--- config.mk ---
export PLATFORM = sky130hd
export DESIGN_NAME = mas_slice
export DESIGN_NICKNAME = d
export VERILOG_FILES = /design/src/rtl/mas_pkg.sv /design/src/rtl/mas_slice.sv
export SDC_FILE = /design/constraint.sdc
export NUM_CORES = 2
export LEC_CHECK = 0
export BUFFER_PORTS_ARGS = -buffer_cell sky130_fd_sc_hd__buf_2
export CORE_AREA = 5 5 233 235
export CTS_CLUSTER_DIAMETER = 60
export DETAILED_ROUTE_END_ITERATION = 10
export DIE_AREA = 0 0 238 240
export PLACE_DENSITY = 0.74
export RECOVER_POWER = 25
export SLEW_MARGIN = 25
export SYNTH_ARGS = -nofsm -noshare
export SYNTH_HDL_FRONTEND = slang
export SYNTH_SLANG_ARGS = --single-unit
export TNS_END_PERCENT = 10
--- constraint.sdc ---
create_clock -name clk_i -period 11.77 [get_ports clk_i]
set_clock_uncertainty 0.2 [all_clocks]
set_input_delay 0.5885 -clock clk_i [delete_from_list [all_inputs] [get_ports clk_i]]
set_output_delay 0.5885 -clock clk_i [all_outputs]
set_load 0.02 [all_outputs]
--- src/rtl/mas_pkg.sv ---
// What this block does
// - one 16x16 or two 8x8 multipliers
// - one 32-bit or two 16-bit accumulators
// - adder split; result registered or combinational
// - input, intermediate, output registers each bypassable
// - product passes output then intermediate register
// - every slice register on one clock
// - clock enable low holds datapath registers except on clear
// - first, second operands feed multiplier or adder
// - third, fourth operands feed adder; third also feeds accumulator loads
// - each operand register has hold control
// - upper clear zeroes first, third, upper pipeline
// - lower clear zeroes second, fourth, lower, result
// - result word full or two split halves
// - upper accumulator hold keeps its value
// - upper accumulator clear zeroes high bits
// - upper load picks adder result or third
// - upper select adds or subtracts
// - lower accumulator hold keeps its value
// - lower accumulator clear zeroes low bits
// - slices chain into wider accumulators
// - lower load picks adder result or third
// - lower select adds or subtracts in split mode; joint adder follows upper select
// - cascade carry and sign in and out
package mas_pkg;
  // ==========================================================
  // register map
  localparam logic [7:0]  CFG_OFS    = 8'h00; // static configuration
  localparam logic [7:0]  RES_OFS    = 8'h04; // result readback
  localparam logic [7:0]  CHAIN_OFS  = 8'h08; // chain outputs readback
  // ==========================================================
  // configuration bit positions
  localparam int CFG_SPLIT_MUL = 0;  // two 8x8 multipliers
  localparam int CFG_SPLIT_ACC = 1;  // two 16-bit adders
  localparam int CFG_REG_AB    = 2;  // first/second input regs used
  localparam int CFG_REG_CD    = 3;  // third/fourth input regs used
  localparam int CFG_REG_MUL   = 4;  // multiplier output reg used
  localparam int CFG_REG_MID   = 5;  // intermediate reg used
  localparam int CFG_REG_OHI   = 6;  // upper result registered
  localparam int CFG_REG_OLO   = 7;  // lower result registered
  localparam int CFG_DIR_HI    = 8;  // upper adder takes first op
  localparam int CFG_DIR_LO    = 9;  // lower adder takes second op
  localparam int CFG_FB_HI     = 10; // upper adder adds accumulator
  localparam int CFG_FB_LO     = 11; // lower adder adds accumulator
  localparam int CFG_W         = 12; // configuration width
  // ==========================================================
  // reset values
  localparam logic [11:0] CFG_RST    = 12'hcfc; // all regs, mac
  localparam logic [15:0] OPND_RST   = 16'h0000;
  localparam logic [31:0] WORD_RST   = 32'h0000_0000;
endpackage : mas_pkg

--- src/rtl/mas_slice.sv ---
`timescale 1ns/1ps
`default_nettype none
module mas_slice
  import mas_pkg::*;
#(
  parameter int ADR_W = 8
) (
  // clock and reset
  input  wire logic              clk_i,
  input  wire logic              rst_i,
  // wishbone slave
  input  wire logic              wb_cyc_i,
  input  wire logic              wb_stb_i,
  input  wire logic              wb_we_i,
  input  wire logic [ADR_W-1:0]  wb_adr_i,
  input  wire logic [3:0]        wb_sel_i,
  input  wire logic [31:0]       wb_dat_i,
  output logic      [31:0]       wb_dat_o,
  output logic                   wb_ack_o,
  // slice clock enable
  input  wire logic              slice_clk_en_i,
  // operands
  input  wire logic [15:0]       op_first_i,
  input  wire logic [15:0]       op_second_i,
  input  wire logic [15:0]       op_third_i,
  input  wire logic [15:0]       op_fourth_i,
  // operand register holds
  input  wire logic              first_in_hold_port_i,
  input  wire logic              second_in_hold_port_i,
  input  wire logic              third_in_hold_port_i,
  input  wire logic              fourth_in_hold_port_i,
  // section clears
  input  wire logic              upper_input_clear_port_i,
  input  wire logic              lower_input_clear_port_i,
  // upper accumulator controls
  input  wire logic              upper_acc_hold_port_i,
  input  wire logic              upper_acc_clear_port_i,
  input  wire logic              upper_acc_load_port_i,
  input  wire logic              upper_add_sub_port_i,
  // lower accumulator controls
  input  wire logic              lower_acc_hold_port_i,
  input  wire logic              lower_acc_clear_port_i,
  input  wire logic              lower_acc_load_port_i,
  input  wire logic              lower_add_sub_port_i,
  // cascade
  input  wire logic              chain_carry_in_i,
  input  wire logic              chain_sign_in_i,
  output logic                   chain_carry_out_o,
  output logic                   chain_sign_out_o,
  // result
  output logic      [31:0]       result_o
);

  // ==========================================================
  // add or subtract with carry/borrow, 33-bit result
  function automatic logic [32:0] mas_addsub(
    input logic [31:0] y,
    input logic [31:0] x,
    input logic        xe,
    input logic        sub,
    input logic        ci
  );
    logic [32:0] ye;
    logic [32:0] xx;
    ye = {1'b0, y};
    xx = {xe, x};
    if (sub) begin
      mas_addsub = ye - xx - {32'h0000_0000, ci};
    end else begin
      mas_addsub = ye + xx + {32'h0000_0000, ci};
    end
  endfunction : mas_addsub

  // ==========================================================
  // state
  logic [CFG_W-1:0] cfg;          // static configuration
  logic [15:0]      a_q;          // first operand register
  logic [15:0]      b_q;          // second operand register
  logic [15:0]      c_q;          // third operand register
  logic [15:0]      d_q;          // fourth operand register
  logic [31:0]      mul_q;        // multiplier output register
  logic [31:0]      mid_q;        // intermediate register
  logic [15:0]      acc_hi;       // upper accumulator
  logic [15:0]      acc_lo;       // lower accumulator
  logic             carry_q;      // registered cascade carry
  logic             sign_q;       // registered cascade sign

  // ==========================================================
  // combinational datapath
  logic [15:0] a_v, b_v, c_v, d_v;  // operands after bypass
  logic [31:0] prod;                // raw product
  logic [31:0] mul_v;               // after multiplier out reg
  logic [31:0] mid_v;               // after intermediate reg
  logic [31:0] x_w, y_w;            // adder operands
  logic [32:0] sum32;               // joint 32-bit result
  logic [32:0] sum_h, sum_l;        // split 16-bit results
  logic [15:0] next_hi, next_lo;    // accumulator next values
  logic        next_carry;          // cascade carry next value

  // operand bypass selection
  assign a_v = cfg[CFG_REG_AB] ? a_q : op_first_i;
  assign b_v = cfg[CFG_REG_AB] ? b_q : op_second_i;
  assign c_v = cfg[CFG_REG_CD] ? c_q : op_third_i;
  assign d_v = cfg[CFG_REG_CD] ? d_q : op_fourth_i;

  // multiplier: full 16x16 or two independent 8x8
  always_comb begin
    if (cfg[CFG_SPLIT_MUL]) begin
      prod = {16'(a_v[15:8] * b_v[15:8]), 16'(a_v[7:0] * b_v[7:0])};
    end else begin
      prod = 32'(a_v * b_v);
    end
  end

  // product through output reg then intermediate reg
  assign mul_v = cfg[CFG_REG_MUL] ? mul_q : prod;
  assign mid_v = cfg[CFG_REG_MID] ? mid_q : mul_v;

  // adder operands: product or direct operand, plus
  // accumulator feedback or third/fourth operands
  always_comb begin
    x_w[31:16] = cfg[CFG_DIR_HI] ? a_v : mid_v[31:16];
    x_w[15:0]  = cfg[CFG_DIR_LO] ? b_v : mid_v[15:0];
    y_w[31:16] = cfg[CFG_FB_HI] ? acc_hi : c_v;
    y_w[15:0]  = cfg[CFG_FB_LO] ? acc_lo : d_v;
  end

  // joint adder: lower carry ripples into upper half
  assign sum32 = mas_addsub(y_w, x_w, chain_sign_in_i,
                            upper_add_sub_port_i, chain_carry_in_i);
  // split adders: no path between halves
  assign sum_l = mas_addsub({16'h0000, y_w[15:0]},
                            {16'h0000, x_w[15:0]}, 1'b0,
                            lower_add_sub_port_i, chain_carry_in_i);
  assign sum_h = mas_addsub({16'h0000, y_w[31:16]},
                            {16'h0000, x_w[31:16]}, 1'b0,
                            upper_add_sub_port_i, 1'b0);

  // accumulator next values with load selection
  always_comb begin
    if (cfg[CFG_SPLIT_ACC]) begin
      next_hi    = sum_h[15:0];
      next_lo    = sum_l[15:0];
      next_carry = sum_h[16];
    end else begin
      next_hi    = sum32[31:16];
      next_lo    = sum32[15:0];
      next_carry = sum32[32];
    end
    if (upper_acc_load_port_i) begin
      next_hi = c_v;
    end
    if (lower_acc_load_port_i) begin
      next_lo = c_v;
    end
  end

  // result: registered accumulator or combinational path
  assign result_o[31:16] = cfg[CFG_REG_OHI] ? acc_hi : next_hi;
  assign result_o[15:0]  = cfg[CFG_REG_OLO] ? acc_lo : next_lo;
  // cascade outputs follow the upper half register choice
  assign chain_carry_out_o = cfg[CFG_REG_OHI] ? carry_q
                                              : next_carry;
  assign chain_sign_out_o  = cfg[CFG_REG_OHI] ? sign_q
                                              : next_hi[15];

  // ==========================================================
  // operand registers: clear beats enable and hold
  always_ff @(posedge clk_i) begin
    if (rst_i || upper_input_clear_port_i) begin
      a_q <= OPND_RST;
      c_q <= OPND_RST;
    end else if (slice_clk_en_i) begin
      if (!first_in_hold_port_i) begin
        a_q <= op_first_i;
      end
      if (!third_in_hold_port_i) begin
        c_q <= op_third_i;
      end
    end
  end

  // lower operand registers
  always_ff @(posedge clk_i) begin
    if (rst_i || lower_input_clear_port_i) begin
      b_q <= OPND_RST;
      d_q <= OPND_RST;
    end else if (slice_clk_en_i) begin
      if (!second_in_hold_port_i) begin
        b_q <= op_second_i;
      end
      if (!fourth_in_hold_port_i) begin
        d_q <= op_fourth_i;
      end
    end
  end

  // multiplier pipeline: halves cleared by their section
  always_ff @(posedge clk_i) begin
    if (rst_i || upper_input_clear_port_i) begin
      mul_q[31:16] <= OPND_RST;
    end else if (slice_clk_en_i) begin
      mul_q[31:16] <= prod[31:16];
    end
    if (rst_i || lower_input_clear_port_i) begin
      mul_q[15:0] <= OPND_RST;
    end else if (slice_clk_en_i) begin
      mul_q[15:0] <= prod[15:0];
    end
  end

  // intermediate (result pipeline) register, lower clear
  always_ff @(posedge clk_i) begin
    if (rst_i || lower_input_clear_port_i) begin
      mid_q <= WORD_RST;
    end else if (slice_clk_en_i) begin
      mid_q <= mul_v;
    end
  end

  // upper accumulator with cascade flags
  always_ff @(posedge clk_i) begin
    if (rst_i || upper_acc_clear_port_i) begin
      acc_hi  <= OPND_RST;
      carry_q <= 1'b0;
      sign_q  <= 1'b0;
    end else if (slice_clk_en_i && !upper_acc_hold_port_i) begin
      acc_hi  <= next_hi;
      carry_q <= next_carry;
      sign_q  <= next_hi[15];
    end
  end

  // lower accumulator
  always_ff @(posedge clk_i) begin
    if (rst_i || lower_acc_clear_port_i) begin
      acc_lo <= OPND_RST;
    end else if (slice_clk_en_i && !lower_acc_hold_port_i) begin
      acc_lo <= next_lo;
    end
  end

  // ==========================================================
  // wishbone slave: one wait state, unmapped reads zero
  logic req;      // new access this cycle
  logic adr_cfg;  // configuration selected
  assign req     = wb_cyc_i && wb_stb_i && !wb_ack_o;
  assign adr_cfg = (wb_adr_i == ADR_W'(CFG_OFS));

  // acknowledge one cycle after request
  always_ff @(posedge clk_i) begin
    if (rst_i) begin
      wb_ack_o <= 1'b0;
    end else begin
      wb_ack_o <= req;
    end
  end

  // configuration write with byte lanes
  always_ff @(posedge clk_i) begin
    if (rst_i) begin
      cfg <= CFG_RST;
    end else if (req && wb_we_i && adr_cfg) begin
      if (wb_sel_i[0]) begin
        cfg[7:0] <= wb_dat_i[7:0];
      end
      if (wb_sel_i[1]) begin
        cfg[11:8] <= wb_dat_i[11:8];
      end
    end
  end

  // read data, registered with the acknowledge
  always_ff @(posedge clk_i) begin
    if (rst_i) begin
      wb_dat_o <= WORD_RST;
    end else if (req) begin
      case (wb_adr_i)
        ADR_W'(CFG_OFS):   wb_dat_o <= {20'h00000, cfg};
        ADR_W'(RES_OFS):   wb_dat_o <= result_o;
        ADR_W'(CHAIN_OFS): wb_dat_o <= {30'h0000_0000,
                                        chain_sign_out_o,
                                        chain_carry_out_o};
        default:           wb_dat_o <= WORD_RST;
      endcase
    end
  end
endmodule : mas_slice
`default_nettype wire

# Word-level counts from Yosys, hierarchy flattened
# Index checks and enable logic that the tools add are counted.
[totals] out_inout_bits=67 reg_bits=207 word_cells=78
[op_classes] n_mul=3 muxes=24 n_reduce_logical=20 n_bitwise=4 add_sub_neg=10 n_eq_ne=2
[ops] operator="2-to-1 mux 16 bit" n=15
[ops] operator="2-to-1 mux 32 bit" n=3
[ops] operator="one-hot mux 32 bit (3 select lines)" n=1
[ops] operator="adder 32 x 33 -> 33 bit" n=1
[ops] operator="adder 33 x 1 -> 33 bit" n=1
[ops] operator="2-to-1 mux 33 bit" n=1
[ops] operator="subtractor 32 x 33 -> 33 bit" n=1
[ops] operator="subtractor 33 x 1 -> 33 bit" n=1
[ops] operator="multiplier 16 x 16 -> 32 bit" n=1
[ops] operator="multiplier 8 x 8 -> 16 bit" n=2
[ops] operator="adder 16 x 16 -> 17 bit" n=1
[ops] operator="2-to-1 mux 17 bit" n=1
[ops] operator="subtractor 16 x 16 -> 17 bit" n=1
[ops] operator="adder 16 x 1 -> 16 bit" n=1
[ops] operator="adder 16 bit" n=1
[ops] operator="subtractor 16 bit" n=1
[ops] operator="subtractor 16 x 2 -> 16 bit" n=1
[ops] operator="AND reduction 2 bit" n=6
[ops] operator="== test 8 x 3 -> 1 bit (second input constant)" n=1
[ops] operator="== test 8 x 4 -> 1 bit (second input constant)" n=1
[ops] operator="zero test 8 bit" n=1
[ops] operator="logical AND 1 bit" n=6
[ops] operator="logical OR 1 bit" n=4
[ops] operator="inverter 1 bit" n=4
[ops] operator="2 further kinds" n=6

# Logic depth before layout (Yosys ltp)
[logic_depth] word_depth=13 mapped_depth=45 mapped_depth_nobuf=39

# Worst setup path after synthesis
# No wires, ideal clock.
[synth_path] kind="reg-to-output" start="reg cfg[2]" end="out chain_carry_out_o" stages_incl_launch_ff=40 path_buffers=5 arrival_ps=10223 setup_slack_ps=759 cell_sequence="dfxtp_1 buf_1 buf_2 clkbuf_1 clkbuf_1 mux2i_1 clkbuf_1 nor2_1 fa_1 inv_1 fa_1 fa_1 fa_1 inv_1 fa_1 inv_1 fa_1 inv_1 (+4 left out) a21boi_0 o211a_1 nor3_1 a31o_2 inv_1 ha_1 mux2i_1 fa_1 a21o_1 a21oi_1 o21bai_1 o41ai_1 o21ai_0 o211ai_1 a21oi_1 and3_1 a211o_1 o21ai_1"
[synth_between] elab_chain_cells=11 elab_cells_between_ends=20
[synth_lines] item="from (decl)" line_no="mas_slice.sv:76" text="logic [CFG_W-1:0] cfg;"
[synth_lines] item="from (signal assigned)" line_no="mas_slice.sv:265" text="cfg[7:0] <= wb_dat_i[7:0];"
[synth_lines] item="2-to-1 mux 16 bit (on tied branches)" line_no="mas_slice.sv:101, mas_slice.sv:102"
[synth_lines] item="multiplier 16 x 16 -> 32 bit / multiplier 8 x 8 -> 16 bit (equally long branches)" line_no="mas_slice.sv:111, mas_slice.sv:109"
[synth_lines] item="2-to-1 mux 32 bit" line_no="mas_slice.sv:108" text="if (cfg[CFG_SPLIT_MUL]) begin"
[synth_lines] item="2-to-1 mux 32 bit" line_no="mas_slice.sv:116" text="assign mul_v = cfg[CFG_REG_MUL] ? mul_q : prod;"
[synth_lines] item="2-to-1 mux 32 bit" line_no="mas_slice.sv:117" text="assign mid_v = cfg[CFG_REG_MID] ? mid_q : mul_v;"
[synth_lines] item="2-to-1 mux 16 bit (on tied branches)" line_no="mas_slice.sv:123, mas_slice.sv:122"
[synth_lines] item="adder 32 x 33 -> 33 bit / subtractor 32 x 33 -> 33 bit (equally long branches)" line_no="mas_slice.sv:70, mas_slice.sv:68"
[synth_lines] item="adder 33 x 1 -> 33 bit / subtractor 33 x 1 -> 33 bit (equally long branches)" line_no="mas_slice.sv:70, mas_slice.sv:68"
[synth_lines] item="2-to-1 mux 33 bit" line_no="mas_slice.sv:67" text="if (sub) begin"
[synth_lines] item="2-to-1 mux 1 bit (*)" line_no="mas_slice.sv:141" text="if (cfg[CFG_SPLIT_ACC]) begin"
[synth_lines] item="2-to-1 mux 1 bit (*)" line_no="mas_slice.sv:162" text="assign chain_carry_out_o = cfg[CFG_REG_OHI] ? carry_q"
[synth_lines] item="to (decl)" line_no="mas_slice.sv:48" text="output logic chain_carry_out_o,"
# Every way passes the cells marked *; elsewhere a longest branch is shown, timed or not.

# Final worst setup path
# Ends and elaborated chain as after synthesis.

==> results.ini <==
[synthesis]
netlist_instances=3605
synth_cell_type_count=95
synth_edf_count=0
synth_top_area_share=0.181
yosys.area.top_type=fa_1
yosysSeqAreaShare=0.147
syn_nets=4256
async_flop_share=0
ys_seq_elements=206
synth_ff_type=dfxtp_1
synth_warnings=0
syn-cell-area_um2=28100
ys_top_cells_by_area=fa_1 18%, dfxtp_1 15%, ha_1 12%
syn_avg_cell_area_um2=7.81

[floorplan]
io-pin-count=197
start_util=0.541
die_x_um=238
fp.coreArea_um2=52000
die_h_um=240
num_rows=84
die_area_um2=57100

[sta]
fmax_ghz=0.0878
worstMarginPinSlew_ns=3.97
slew_viol_final=108
finalCritPeriodShare=0.967
slew_headroom=-1.65
timing.hold.ws_ns=0.0536
hold_violations=0
setup_viol=0
rsz0062_at_grt=true
period_minus_slack_ns=11.39

[cells_and_area]
fillers=4786
post-route-util=0.589
layout.area.seq_um2=4130
areaGrowthSynthToFinish_pct=8.92
layout.cells.non_filler=4409
final_nets=4349
multiInputGateArea_um2=21700
postLayoutCellArea_um2=30700
drive_gt1_frac=0.109
final_cell_mix=505 x nand2_1, 467 x inv_1, 349 x nor2_1
final_common_cell=nand2_1

[clocking]
numCtsBuffers=26
cts_max_level=1
insertion_delay_ns=0.57
hold_buffers=0
cts_max_path_buffers=3
root_buffer=clkbuf_16
cts_tree=built
clkSinkCount=206
cts.reportedPaths.clkPinSlew_ns=0.06

[route]
drt_iter0_markers=2293
viasPerCell=5.93
wl_met2_um=40100
antenna_left=0
wl_met3_um=7190
totalWireLength_um=88200
met1Wirelength_um=36500
dr.pass1.iters=6
drcViolationCount=0
top_layer=met4
wire_per_inst_um=20.0
vias=26100

[worst_setup_path]
cpPeakStageDelay_ns=0.62
slowest_stage=mux2i_1
end_kind=primary output
arrival_ns=10.60
path_delay_family=adder cells
crit_buf_inv=8
critPathRequiredTime_ns=10.98
critPathLaunchType=flip-flop
crit_path_max_fanout=7
path_class=flip-flop to primary output

[grt]
grt_overflow=0
grtUsageTotal=0.299
antenna_found_initial=1
grt_pass1_vias=25300
grt_pass1_wl_um=137000
grt_max_degree=75

[placed_design]
io_buffers=174
post_dp_cell_area_um2=29700
gp_congestion=0.962
dp.cells=4354
dpl.hpwl_um=69400

[power]
p_total_uw=1920
ir_drop_mv=0.0818
p_leak_uw=0.0147
power.density_nw_per_um2=62.7

[status]
violations=max-capacitance violations, max-slew violations
status=finished with violations

[flow_run]
cap_violations=2

[worst_hold_path]
min_path_type=primary input to flip-flop

## per-stage QoR
step	setup TNS [ns]	setup slack [ns]
final	0	0.383
after global routing	-0.0961	-0.0961
after CTS	0	0.0627
after detailed placement	0	0.564
after global placement	0	0.712
after floorplan	0	0.759
## worst register-to-register path, delay by kind of cell, from the launching register on
| family | cells | cell delay, ns |
|---|---|---|
| AOI/OAI and AO/OA | 11 | 2.65 |
| xor gates and xnor gates | 3 | 0.49 |
| adders and majority gates | 9 | 3.88 |
| buffers and inverters | 7 | 0.65 |
| DFF | 1 | 0.49 |
| muxes | 1 | 0.62 |
| and+or+nand+nor | 8 | 1.16 |
## flip-flops by register name, summed over array words and instances, names as in the netlist
| register | cells |
|---|---|
| mid_q | 32 |
| mul_q | 32 |
| wb_dat_o | 32 |
| a_q | 16 |
| acc_hi | 16 |
| acc_lo | 16 |
| b_q | 16 |
| c_q | 16 |
| d_q | 16 |
| cfg | 12 |
| carry_q | 1 |
| wb_ack_o | 1 |
## worst paths after layout
check / start / end / slack, ns / cells past startpoint
setup / recovery: cfg[2] / chain_carry_out_o / 0.38 / 39
hold / removal: wb_dat_i[1] / cfg[1] / 0.05 / 3
setup reg to reg: cfg[2] / wb_dat_o[1] / 1.51 / 39
hold reg to reg: wb_dat_o[27] / wb_dat_o[27] / 0.25 / 2
## power breakdown
part | internal [µW] | leakage, µW | switching, µW
Combinational | 156 | 0.0126 | 251
Clock | 470 | 0.000405 | 330
Sequential | 708 | 0.00167 | 6.57
## layer usage
metal,global-route usage,up-vias
li1,-,12300
met1,0.399,12600
met2,0.487,1014
met3,0.0536,223
met4,0.118,0
met5,0,-
## synthesized netlist by cell type, types with 17 or more instances
cell type	n
nand2_1	505
inv_1	467
nor2_1	353
a21oi_1	282
ha_1	267
fa_1	254
dfxtp_1	206
o21ai_0	134
clkbuf_1	131
mux2i_1	114
mux2_2	77
xnor2_1	75
nor3_1	45
a211oi_1	43
o21a_1	39
nand3_1	38
a21o_1	36
xor2_1	33
nand2b_1	31
o211ai_1	31
and3_1	25
buf_2	23
o31ai_1	23
a22o_1	22
buf_1	20
nor2b_1	20
a31oi_1	18
or3_1	18
nand4_1	17
## cells by family after synthesis
| group | count (synthesis) | share of synthesized area |
|---|---|---|
| XOR/XNOR | 108 | 0.0336 |
| AO/OA/AOI/OAI | 807 | 0.188 |
| adder cells (fa/ha/maj) | 521 | 0.299 |
| AND/OR/NAND/NOR | 1121 | 0.172 |
| buffers and inverters | 649 | 0.0883 |
| multiplexers | 193 | 0.0721 |
| flip-flops | 206 | 0.147 |
## area by class of cell
cell class | instances | area share
antenna | 5 | 0.000408
clock buffer | 39 | 0.0238
clock inverter | 7 | 0.00326
inverter | 470 | 0.0575
multi-input combinational | 2750 | 0.707
sequential | 206 | 0.135
tap | 688 | 0.0281
timing repair buffer | 244 | 0.0451
## timing repair
item                       CTS  global route
pin swaps                    0             1
resized for setup            1            29
setup endpoints to repair    1            13
setup buffers                0             4
Power figures use the tool's default switching activity.
